`src/design/pwm_shutdown_regs.svh`:
```
// Register offsets, field positions, reset values and counts for the shutdown PWM block
`ifndef PWM_SHUTDOWN_REGS_SVH
`define PWM_SHUTDOWN_REGS_SVH
// ===========================================================
// Byte offsets on the register bus
`define OFF_TIMER_COUNT  8'h00
`define OFF_TIMER_PERIOD 8'h04
`define OFF_TIMER_CTRL   8'h08
`define OFF_DUTY_HIGH    8'h0C
`define OFF_DUTY_LOW     8'h10
`define OFF_PWM_CTRL     8'h14
`define OFF_SHUT_CTRL    8'h18
`define OFF_DEAD_BAND    8'h1C
`define OFF_IRQ_STATUS   8'h20
`define OFF_IRQ_MASK     8'h24
`define OFF_MISC_CTRL    8'h28
// ===========================================================
// Field positions
`define SHUT_FLAG_BIT    7
`define TMR_RUN_BIT      2
`define MISC_EXT_EN_BIT  0
`define IRQ_PERIOD_BIT   0
`define IRQ_SHUT_BIT     1
// ===========================================================
// Reset values
`define RST_TIMER_PERIOD 8'hFF
`define RST_BYTE         8'h00
// ===========================================================
// Prescale terminal counts, in device clocks minus one
`define PRESC_END_1      6'h03
`define PRESC_END_4      6'h0F
`define PRESC_END_16     6'h3F
`endif

```
`src/design/pwm_shutdown_pkg.sv`:
```
// Types shared by the shutdown PWM block
package pwm_shutdown_pkg;
    // Output steering chosen by the top two bits of pwm_control
    typedef enum logic [1:0]
    {
        OUT_SINGLE   = 2'b00,
        OUT_FULL_FWD = 2'b01,
        OUT_HALF     = 2'b10,
        OUT_FULL_REV = 2'b11
    } out_config_t;
    // Bus answers
    typedef enum logic [1:0]
    {
        RESP_OKAY   = 2'b00,
        RESP_SLVERR = 2'b10
    } resp_t;
endpackage

```
`src/design/pwm_auto_shutdown.sv`:
```
// Enhanced PWM with auto-shutdown, timer2-style timebase and AXI4-Lite registers
`timescale 1ns/1ps
`include "pwm_shutdown_regs.svh"
module pwm_auto_shutdown
#(
    parameter int ADDR_W = 8                    // Register bus address width
)
(
    input  wire logic              aclk,          // Device clock, 20 MHz
    input  wire logic              aresetn,       // Synchronous reset, low
    input  wire logic              por_reset,     // High when reset is power-on
    input  wire logic [ADDR_W-1:0] s_axi_awaddr,  // Write address
    input  wire logic              s_axi_awvalid, // Write address valid
    output logic                   s_axi_awready, // Write address ready
    input  wire logic [31:0]       s_axi_wdata,   // Write data
    input  wire logic [3:0]        s_axi_wstrb,   // Write strobes
    input  wire logic              s_axi_wvalid,  // Write data valid
    output logic                   s_axi_wready,  // Write data ready
    output logic [1:0]             s_axi_bresp,   // Write response
    output logic                   s_axi_bvalid,  // Write response valid
    input  wire logic              s_axi_bready,  // Write response ready
    input  wire logic [ADDR_W-1:0] s_axi_araddr,  // Read address
    input  wire logic              s_axi_arvalid, // Read address valid
    output logic                   s_axi_arready, // Read address ready
    output logic [31:0]            s_axi_rdata,   // Read data
    output logic [1:0]             s_axi_rresp,   // Read response
    output logic                   s_axi_rvalid,  // Read data valid
    input  wire logic              s_axi_rready,  // Read data ready
    input  wire logic              comp1_out,     // Comparator 1 output
    input  wire logic              comp2_out,     // Comparator 2 output
    input  wire logic              ext_irq_zero_line, // External interrupt zero
    output logic                   output_a,      // Pin A level
    output logic                   output_a_oe,   // Pin A drive enable
    output logic                   output_b,      // Pin B level
    output logic                   output_b_oe,   // Pin B drive enable
    output logic                   output_c,      // Pin C level
    output logic                   output_c_oe,   // Pin C drive enable
    output logic                   output_d,      // Pin D level
    output logic                   output_d_oe,   // Pin D drive enable
    output logic                   irq            // Level interrupt
);
    // ===========================================================
    // Source decode, shared by the raw and filtered paths
    function automatic logic src_sel(input logic [2:0] sel, input logic c1,
                                     input logic c2, input logic ext);
        src_sel = (sel[0] & c1) | (sel[1] & c2) | (sel[2] & ext);
    endfunction

    // ===========================================================
    // Registers
    logic [7:0] timer_count_q;      // Timebase count
    logic [7:0] timer_period_q;     // Period limit
    logic [6:0] timer_control_q;    // Postscale, run, prescale
    logic [7:0] duty_high_q;        // Duty latched at period start
    logic [1:0] duty_lsb_q;         // Fine duty latched at period start
    logic [7:0] duty_low_q;         // Duty written by software
    logic [7:0] pwm_control_q;      // Config, fine duty, mode
    logic [2:0] shutdown_source_select_q; // Shutdown sources
    logic [1:0] ac_pins_shutdown_state_q; // A/C shutdown state
    logic [1:0] bd_pins_shutdown_state_q; // B/D shutdown state
    logic       shutdown_event_flag_q;    // Sticky event flag
    logic [7:0] dead_band_count_q;  // Dead band in instruction cycles
    logic [1:0] status_q;           // Sticky interrupt status
    logic [1:0] mask_q;             // Interrupt mask
    logic       ext_irq_zero_enable_q;    // Interrupt line enable
    logic [5:0] presc_q;            // Prescale counter
    logic [3:0] post_q;             // Postscale counter
    logic       run_q;              // Current period may drive
    logic [9:0] db_q;               // Dead band countdown
    logic       pwm_prev_q;         // Last modulation level
    logic [3:0] lvl_q;              // Registered pin levels D..A
    logic [3:0] en_q;               // Registered pin enables D..A
    logic       irq_q;              // Interrupt output
    logic [2:0] s1_q, s2_q, s3_q;   // Synchroniser stages
    logic [2:0] filt_q;             // Agreed pin levels
    logic [ADDR_W-1:0] awaddr_q;    // Held write address
    logic [31:0] wdata_q;           // Held write data
    logic       wstrb0_q;           // Held low-lane strobe
    logic       aw_have_q;          // Address held
    logic       w_have_q;           // Data held
    logic       awready_q, wready_q, bvalid_q, arready_q, rvalid_q;
    logic [1:0] bresp_q, rresp_q;   // Answers
    logic [31:0] rdata_q;           // Read data

    // ===========================================================
    // Pin synchronisers, three stages each
    wire [2:0] pin_raw = {ext_irq_zero_line, comp2_out, comp1_out};
    genvar gi;
    generate
        for (gi = 0; gi < 3; gi++)
        begin : g_sync
            // Only stages two and three are looked at
            always_ff @(posedge aclk)
            begin
                if (!aresetn)
                begin
                    s1_q[gi]   <= 1'b0;
                    s2_q[gi]   <= 1'b0;
                    s3_q[gi]   <= 1'b0;
                    filt_q[gi] <= 1'b0;
                end
                else
                begin
                    s1_q[gi] <= pin_raw[gi];
                    s2_q[gi] <= s1_q[gi];
                    s3_q[gi] <= s2_q[gi];
                    if (s2_q[gi] == s3_q[gi])
                        filt_q[gi] <= s3_q[gi];
                end
            end
        end
    endgenerate

    // ===========================================================
    // Bus decode
    wire wr_fire  = aw_have_q & w_have_q & ~bvalid_q;
    wire wr_ok    = wr_fire & wstrb0_q;
    wire [7:0] wb = wdata_q[7:0];
    wire [7:0] wa = 8'(awaddr_q);
    wire [7:0] ra = 8'(s_axi_araddr);
    wire ar_fire  = s_axi_arvalid & arready_q;
    wire w_tc   = wr_ok & (wa == `OFF_TIMER_COUNT);
    wire w_tp   = wr_ok & (wa == `OFF_TIMER_PERIOD);
    wire w_tcl  = wr_ok & (wa == `OFF_TIMER_CTRL);
    wire w_dh   = wr_ok & (wa == `OFF_DUTY_HIGH);
    wire w_dl   = wr_ok & (wa == `OFF_DUTY_LOW);
    wire w_pc   = wr_ok & (wa == `OFF_PWM_CTRL);
    wire w_sc   = wr_ok & (wa == `OFF_SHUT_CTRL);
    wire w_db   = wr_ok & (wa == `OFF_DEAD_BAND);
    wire w_mk   = wr_ok & (wa == `OFF_IRQ_MASK);
    wire w_mc   = wr_ok & (wa == `OFF_MISC_CTRL);
    wire wa_hit = (wa <= `OFF_MISC_CTRL) & (wa[1:0] == 2'b00);
    wire ra_hit = (ra <= `OFF_MISC_CTRL) & (ra[1:0] == 2'b00);
    wire rd_clr = ar_fire & (ra == `OFF_IRQ_STATUS);

    // ===========================================================
    // Shutdown sources and event flag
    wire pwm_mode = (pwm_control_q[3:2] == 2'b11);
    wire src_raw  = src_sel(shutdown_source_select_q, comp1_out, comp2_out,
                            ext_irq_zero_line & ext_irq_zero_enable_q);
    wire src_sync = src_sel(shutdown_source_select_q, filt_q[0], filt_q[1],
                            filt_q[2] & ext_irq_zero_enable_q);
    wire sw_set   = w_sc & wb[`SHUT_FLAG_BIT];
    wire sw_clr   = w_sc & ~wb[`SHUT_FLAG_BIT];
    // Hardware set beats a clear in the same cycle
    wire flag_d   = (pwm_mode & src_sync) | sw_set
                  | (shutdown_event_flag_q & ~sw_clr);

    // ===========================================================
    // Timebase
    logic [5:0] presc_end;
    logic [1:0] fine;
    always_comb
    begin
        // Terminal count and fine duty bits per prescale
        unique case (timer_control_q[1:0])
            2'b00:   begin presc_end = `PRESC_END_1;  fine = presc_q[1:0]; end
            2'b01:   begin presc_end = `PRESC_END_4;  fine = presc_q[3:2]; end
            default: begin presc_end = `PRESC_END_16; fine = presc_q[5:4]; end
        endcase
    end
    wire tmr_run    = timer_control_q[`TMR_RUN_BIT];
    wire tick       = tmr_run & (presc_q >= presc_end);
    wire period_end = tick & (timer_count_q == timer_period_q);
    wire post_hit   = period_end & (post_q == timer_control_q[6:3]);
    wire pwm_on     = {timer_count_q, fine} < {duty_high_q, duty_lsb_q};
    wire [1:0] irq_set = {flag_d & ~shutdown_event_flag_q, post_hit};

    // ===========================================================
    // Steering into active levels and enables per output mode
    pwm_shutdown_pkg::out_config_t cfg;
    assign cfg = pwm_shutdown_pkg::out_config_t'(pwm_control_q[7:6]);
    // Also closed in the swap cycle itself, before the countdown is loaded
    wire db_idle = (db_q == 10'h000) & (pwm_on == pwm_prev_q);
    logic [3:0] act, en;
    always_comb
    begin
        unique case (cfg)
            pwm_shutdown_pkg::OUT_SINGLE:
            begin
                act = {3'b000, pwm_on};
                en  = 4'b0001;
            end
            pwm_shutdown_pkg::OUT_FULL_FWD:
            begin
                act = {pwm_on, 3'b001};
                en  = 4'b1111;
            end
            pwm_shutdown_pkg::OUT_HALF:
            begin
                // Turn-on waits out the dead band after any swap
                act = {2'b00, ~pwm_on & db_idle, pwm_on & db_idle};
                en  = 4'b0011;
            end
            pwm_shutdown_pkg::OUT_FULL_REV:
            begin
                act = {2'b01, pwm_on, 1'b0};
                en  = 4'b1111;
            end
        endcase
    end
    // Mode bit 1 inverts A/C, bit 0 inverts B/D
    wire [3:0] pol = {pwm_control_q[0], pwm_control_q[1], pwm_control_q[0], pwm_control_q[1]};

    // ===========================================================
    // Output override; the raw source path bypasses every flop so the
    // bridge is released within gate delays, not a clock later
    wire shut = pwm_mode & (shutdown_event_flag_q | src_raw | ~run_q);
    wire [3:0] shut_lvl = {bd_pins_shutdown_state_q[0], ac_pins_shutdown_state_q[0],
                           bd_pins_shutdown_state_q[0], ac_pins_shutdown_state_q[0]};
    wire [3:0] shut_z   = {bd_pins_shutdown_state_q[1], ac_pins_shutdown_state_q[1],
                           bd_pins_shutdown_state_q[1], ac_pins_shutdown_state_q[1]};
    wire [3:0] pin_lvl  = shut ? shut_lvl : lvl_q;
    wire [3:0] pin_en   = shut ? (en_q & ~shut_z) : en_q;
    assign {output_d, output_c, output_b, output_a}         = pin_lvl;
    assign {output_d_oe, output_c_oe, output_b_oe, output_a_oe} = pin_en;

    // ===========================================================
    // Timebase, duty latch, dead band and pin registers
    always_ff @(posedge aclk)
    begin
        if (!aresetn)
        begin
            presc_q       <= 6'h00;
            post_q        <= 4'h0;
            timer_count_q <= `RST_BYTE;
            duty_high_q   <= `RST_BYTE;
            duty_lsb_q    <= 2'b00;
            run_q         <= 1'b1;
            db_q          <= 10'h000;
            pwm_prev_q    <= 1'b0;
            lvl_q         <= 4'h0;
            en_q          <= 4'h0;
        end
        else
        begin
            presc_q <= (!tmr_run || tick) ? 6'h00 : presc_q + 6'h01;
            if (w_tc)
                timer_count_q <= wb;
            else if (period_end)
                timer_count_q <= `RST_BYTE;
            else if (tick)
                timer_count_q <= timer_count_q + 8'h01;
            if (period_end)
            begin
                post_q      <= post_hit ? 4'h0 : post_q + 4'h1;
                duty_high_q <= duty_low_q;
                duty_lsb_q  <= pwm_control_q[5:4];
            end
            else if (w_dh)
                duty_high_q <= wb;
            // A period begun under shutdown is dropped whole
            run_q <= period_end ? ~flag_d : (run_q & ~flag_d);
            pwm_prev_q <= pwm_on;
            if (pwm_on != pwm_prev_q)
                db_q <= {dead_band_count_q, 2'b00};
            else if (!db_idle)
                db_q <= db_q - 10'h001;
            lvl_q <= act ^ pol;
            en_q  <= pwm_mode ? en : 4'h0;
        end
    end

    // ===========================================================
    // Software registers, flag and interrupt status
    always_ff @(posedge aclk)
    begin
        if (!aresetn)
        begin
            timer_period_q           <= `RST_TIMER_PERIOD;
            timer_control_q          <= 7'h00;
            pwm_control_q            <= `RST_BYTE;
            shutdown_source_select_q <= 3'b000;
            ac_pins_shutdown_state_q <= 2'b00;
            bd_pins_shutdown_state_q <= 2'b00;
            shutdown_event_flag_q    <= 1'b0;
            status_q                 <= 2'b00;
            mask_q                   <= 2'b00;
            ext_irq_zero_enable_q    <= 1'b0;
            irq_q                    <= 1'b0;
            if (por_reset)
            begin
                dead_band_count_q <= `RST_BYTE;
                duty_low_q        <= `RST_BYTE;
            end
        end
        else
        begin
            if (w_tp)  timer_period_q  <= wb;
            if (w_tcl) timer_control_q <= wb[6:0];
            if (w_dl)  duty_low_q      <= wb;
            if (w_pc)  pwm_control_q   <= wb;
            if (w_db)  dead_band_count_q <= wb;
            if (w_mk)  mask_q          <= wb[1:0];
            if (w_mc)  ext_irq_zero_enable_q <= wb[`MISC_EXT_EN_BIT];
            if (w_sc)
            begin
                shutdown_source_select_q <= wb[6:4];
                ac_pins_shutdown_state_q <= wb[3:2];
                bd_pins_shutdown_state_q <= wb[1:0];
            end
            shutdown_event_flag_q <= flag_d;
            // New events win over the read that clears
            status_q <= irq_set | (status_q & ~{2{rd_clr}});
            irq_q    <= |((irq_set | (status_q & ~{2{rd_clr}})) & mask_q);
        end
    end

    // ===========================================================
    // Read mux
    logic [7:0] rd_byte;
    always_comb
    begin
        unique case (ra)
            `OFF_TIMER_COUNT:  rd_byte = timer_count_q;
            `OFF_TIMER_PERIOD: rd_byte = timer_period_q;
            `OFF_TIMER_CTRL:   rd_byte = {1'b0, timer_control_q};
            `OFF_DUTY_HIGH:    rd_byte = duty_high_q;
            `OFF_DUTY_LOW:     rd_byte = duty_low_q;
            `OFF_PWM_CTRL:     rd_byte = pwm_control_q;
            `OFF_SHUT_CTRL:    rd_byte = {shutdown_event_flag_q, shutdown_source_select_q,
                                          ac_pins_shutdown_state_q, bd_pins_shutdown_state_q};
            `OFF_DEAD_BAND:    rd_byte = dead_band_count_q;
            `OFF_IRQ_STATUS:   rd_byte = {6'h00, status_q};
            `OFF_IRQ_MASK:     rd_byte = {6'h00, mask_q};
            `OFF_MISC_CTRL:    rd_byte = {7'h00, ext_irq_zero_enable_q};
            default:           rd_byte = 8'h00;
        endcase
    end

    // ===========================================================
    // AXI4-Lite handshakes; address and data taken in either order
    always_ff @(posedge aclk)
    begin
        if (!aresetn)
        begin
            aw_have_q <= 1'b0;
            w_have_q  <= 1'b0;
            awready_q <= 1'b1;
            wready_q  <= 1'b1;
            bvalid_q  <= 1'b0;
            bresp_q   <= 2'b00;
            awaddr_q  <= '0;
            wdata_q   <= 32'h0000_0000;
            wstrb0_q  <= 1'b0;
            arready_q <= 1'b1;
            rvalid_q  <= 1'b0;
            rresp_q   <= 2'b00;
            rdata_q   <= 32'h0000_0000;
        end
        else
        begin
            if (s_axi_awvalid && awready_q)
            begin
                awaddr_q  <= s_axi_awaddr;
                aw_have_q <= 1'b1;
                awready_q <= 1'b0;
            end
            if (s_axi_wvalid && wready_q)
            begin
                wdata_q  <= s_axi_wdata;
                wstrb0_q <= s_axi_wstrb[0];
                w_have_q <= 1'b1;
                wready_q <= 1'b0;
            end
            if (wr_fire)
            begin
                bvalid_q  <= 1'b1;
                bresp_q   <= wa_hit ? pwm_shutdown_pkg::RESP_OKAY
                                    : pwm_shutdown_pkg::RESP_SLVERR;
                aw_have_q <= 1'b0;
                w_have_q  <= 1'b0;
            end
            if (bvalid_q && s_axi_bready)
            begin
                bvalid_q  <= 1'b0;
                awready_q <= 1'b1;
                wready_q  <= 1'b1;
            end
            if (ar_fire)
            begin
                arready_q <= 1'b0;
                rvalid_q  <= 1'b1;
                rdata_q   <= {24'h00_0000, rd_byte};
                rresp_q   <= ra_hit ? pwm_shutdown_pkg::RESP_OKAY
                                    : pwm_shutdown_pkg::RESP_SLVERR;
            end
            else if (rvalid_q && s_axi_rready)
            begin
                rvalid_q  <= 1'b0;
                arready_q <= 1'b1;
            end
        end
    end

    assign s_axi_awready = awready_q;
    assign s_axi_wready  = wready_q;
    assign s_axi_bvalid  = bvalid_q;
    assign s_axi_bresp   = bresp_q;
    assign s_axi_arready = arready_q;
    assign s_axi_rvalid  = rvalid_q;
    assign s_axi_rresp   = rresp_q;
    assign s_axi_rdata   = rdata_q;
    assign irq           = irq_q;
endmodule

```
`config.mk`:
```
export PLATFORM = sky130hd
export DESIGN_NAME = pwm_auto_shutdown
export DESIGN_NICKNAME = d
export VERILOG_FILES = /design/src/design/pwm_shutdown_pkg.sv /design/src/design/pwm_auto_shutdown.sv
export VERILOG_INCLUDE_DIRS = /design/src /design/src/design
export SDC_FILE = /design/constraint.sdc
export NUM_CORES = 1
export LEC_CHECK = 0
export ABC_AREA = 1
export BUFFER_PORTS_ARGS = -buffer_cell sky130_fd_sc_hd__buf_2
export CORE_UTILIZATION = 57
export CTS_CLUSTER_DIAMETER = 100
export DETAILED_ROUTE_END_ITERATION = 10
export PLACE_DENSITY_LB_ADDON = 0.1
export SYNTH_ARGS = -nofsm -noshare
export SYNTH_HDL_FRONTEND = slang
export SYNTH_SLANG_ARGS = --single-unit
```
`constraint.sdc`:
```
create_clock -name aclk -period 2.4 [get_ports aclk]
set_input_delay 0.24 -clock aclk [delete_from_list [all_inputs] [get_ports aclk]]
set_output_delay 0.24 -clock aclk [all_outputs]
set_load 0.02 [all_outputs]
```
==> impl_metrics.ini <==
[drt]
drt-initial-drc-count = 434
dr_total_vias = 6266
via_per_inst = 5.31
first_pass_iters = 5
drc = 0
wl_per_cell_um = 15.0
wl_um = 17700
ant_nets = 0

[flow_run]
max_cap_violations = 0

[clock_tree]
clk_path_buf_depth = 2
numCtsBuffers = 17
clk_latency_ns = 0.43
root_buffer = clkbuf_16
tritoncts = done
clock_sinks = 146
clk_pin_slew_worst_paths_ns = 0.06
htree_num_levels = 4

[layout]
antenna_cells = 0
num-nets-final = 1080
fin_area_um2 = 8150
areaGrowthSynthToFinish_pct = 15.1
instances_no_fill = 1181
postLayoutCoreUtil_pct = 67.6
drive_gt1_share_pct = 14.2

[synthesis]
synthMostInstantiatedCell = nand2_1
ys_ff_latch = 146
yosys-top-cells-count = nand2_1 (185), dfxtp_1 (130), inv_1 (115)
yosysTopAreaCellShare_pct = 36.7
synthDistinctLibCells = 53
async_flop_share_pct = 0
netlist_area_um2 = 7080
synth_xor_area_share_pct = 3.55
ys.warnings.count = 0
yosys-mux-area-fraction_pct = 0
synth_top_family_by_area = simple AND/OR/NAND/NOR gates
syn_area_per_cell_um2 = 7.63
yosys.area.top_type = dfxtp_1
yosys-top-cells-area = dfxtp_1 (37%), nand2_1 (9.8%), edfxtp_1 (6.8%), a21oi_1 (6.4%), o21ai_0 (6.3%)
synthAdderAreaFrac_pct = 3.00
ys_seq_area_share_pct = 43.5
synth_compound_area_share_pct = 17.0
synth-simple-area-share_pct = 21.9
synthCells = 928
synth_edf_count = 16
synthFlopType = dfxtp_1

[placement]
placed_area_um2 = 7500
hpwl_um = 13000
placed_cells_incl_taps = 1146
place_ws_ns = 0.167
gp_congestion = 0.938
numPortBuffers = 59

[critical_path]
setup.worst_path.end_class = flop
cp-endpoint = lvl_q[0]$_SDFF_PN0_
critPathArrivalTime_ns = 2.51
crit_chain = inv_1 > nor3_1 > a211oi_2 > ha_1 > nand2_1 > nand2_1 > nand2_1 > nand2_2 > nand2_1 > nand3_1 > nand2_1 > nand3_1 > nand2_1 > nor2_1
reg2regPathDepth = 14
path_class = reg -> reg
required_ns = 2.72
r2r-end = lvl_q[0]$_SDFF_PN0_
worstSetupPathDepth = 14
crit_top_cell = nand2_1
startpoint_type = flop
crit_slowest_cell = dfxtp_1
regToRegSetupSlack_ns = 0.21
critPathTopFamily = simple AND/OR/NAND/NOR gates
critPathMaxFanout = 5
slowest_delay_ns = 0.40
timing.rr.start = timer_control_q[0]$_SDFFE_PN0P_
crit_buf_inv = 1
startpoint = timer_control_q[0]$_SDFFE_PN0P_

[timing]
period_needed_ns = 2.19
holdWs_ns = 0.0207
finalCritPeriodShare_pct = 91.4
setup_tns_ns = 0
skew_ns = 0.0103
rsz0062_at_grt = no
slew_headroom_pct = 59.8
maxSlewViolCount = 0
finalHoldViolCount = 0
setup_viol = 0
worst_pin_slew_ns = 0.603
worst_slack_ns = 0.207
clock.fmax_ghz = 0.456

[floorplanning]
io_pins = 113
die_y_um = 113
fp.dieW_um = 113
die_area_um2 = 12900
num_rows = 40
core_um2 = 12100
initial_core_util_pct = 58.7

[pwr]
p_per_area_nw_per_um2 = 756
p_total_mw = 6.16
ir_drop_mv = 0.533
power_frac_clock_pct = 45.1
leakagePower_nw = 3.61
comb_power_share_pct = 11.5
p_seq_share_pct = 43.4
p_sw_mw = 1.61
p_sw_share_pct = 26.1
p_int_mw = 4.55

[grt]
antenna_found_initial = 0
top_usage_layer = met2
grt_max_degree = 73
grt_pass1_vias = 5596
grt_usage_pct = 28.7
grt_overflow = 0
met1_usage_pct = 37.7
grt_util_met2_pct = 44.9
grtUsageMet3_pct = 5.26
grt_pass1_wl_um = 28300

[outcome]
run_status = completed

[hold_path]
hp-class = in -> reg
## per-layer routing
| metal | part of all wire [%] | up-vias |
|---|---|---|
| met5 | 0 | - |
| met4 | 3.3 | 0 |
| met3 | 6.3 | 54 |
| met2 | 45 | 235 |
| met1 | 45 | 2826 |
| li1 | - | 3151 |
## worst register-to-register path, cell delays in order, from the launching register on
cell and delay [ns]:
dfxtp_1 0.40, inv_1 0.11, nor3_1 0.18, a211oi_2 0.07
ha_1 0.28, nand2_1 0.06, nand2_1 0.09, nand2_1 0.17
nand2_2 0.12, nand2_1 0.15, nand3_1 0.16, nand2_1 0.12
nand3_1 0.07, nand2_1 0.07, nor2_1 0.04
## area by class of cell
class	instances	area [µm²]
Fill cell	1081	3910
Sequential cell	146	3080
Timing Repair Buffer	79	458
Clock buffer	23	510
Clock inverter	9	115
Tap cell	168	210
Inverter	120	453
Multi-Input combinational cell	636	3320
## sequential cells by signal (all words and copies together) (netlist names), 3 cells and up
register	flops
awaddr_q	8
db_q	10
dead_band_count_q	8
duty_high_q	8
duty_low_q	8
en_q	3
filt_q	3
lvl_q	4
post_q	4
presc_q	6
pwm_control_q	8
s1_q	3
s2_q	3
s3_q	3
s_axi_rdata	8
shutdown_source_select_q	3
timer_control_q	7
timer_count_q	8
timer_period_q	8
wdata_q	8
## placed cells by master, fill, tap and decap left out, types with 3 or more instances in the layout
master     netlist  final
nand2_1        185    185
dfxtp_1        130    129
inv_1          115    115
a21oi_1         90     90
o21ai_0         89     89
nor2_1          69     69
buf_2            5     59
nand3_1         42     42
conb_1           1     26
clkbuf_16        0     19
buf_4           28     19
ha_1            17     17
edfxtp_1        16     16
xor2_1          14     14
xnor2_1         11     11
o211ai_1        11     11
a31oi_1          8      8
nor3_1           8      8
o22ai_1          8      8
nand4_1          7      7
nor3_2           5      5
nor2_2           4      4
inv_2            4      4
a21boi_0         3      3
nor3_4           3      3
nand3_2          3      3
or2_2            3      3
inv_4            1      3
clkinv_4         0      3
## power by group through the flow
stage          Sequential (mW)  Combinational, mW  Clock [mW]
2_1_floorplan             2.70              0.562           0
3_3_place_gp              2.72              0.686           0
3_5_place_dp              2.72              0.699           0
4_1_cts                   2.67              0.706        2.81
5_1_grt                   2.69              0.802        2.91
6_report                  2.67              0.708        2.78
## how the worst min path moves through the flow
stage	cells past startpoint	slack, ns	to	startpoint
after CTS	3	0.008	s1_q[0]$_SDFF_PN0_	comp1_out
after detailed placement	2	0.40	s2_q[2]$_SDFF_PN0_	s1_q[2]$_SDFF_PN0_
final	3	0.02	s1_q[0]$_SDFF_PN0_	comp1_out
after floorplan	2	0.34	s1_q[0]$_SDFF_PN0_	comp1_out
after global routing	3	0.03	s1_q[0]$_SDFF_PN0_	comp1_out
after global placement	2	0.39	s2_q[1]$_SDFF_PN0_	s1_q[1]$_SDFF_PN0_
## what timing repair did
action                     CTS  global route
setup endpoints to repair    0            19
hold buffers                 0             0
buffers inserted             0             3
gates resized for setup      0             2
## cell families after synthesis
group                    Yosys count
XOR/XNOR                          27
adder cells (fa/ha/maj)           17
AND/OR/NAND/NOR                  344
other                              1
AO/OA/AOI/OAI                    222
flip-flops                       146
buffers and inverters            171
Note: power is estimated with default switching activity, not from simulation.
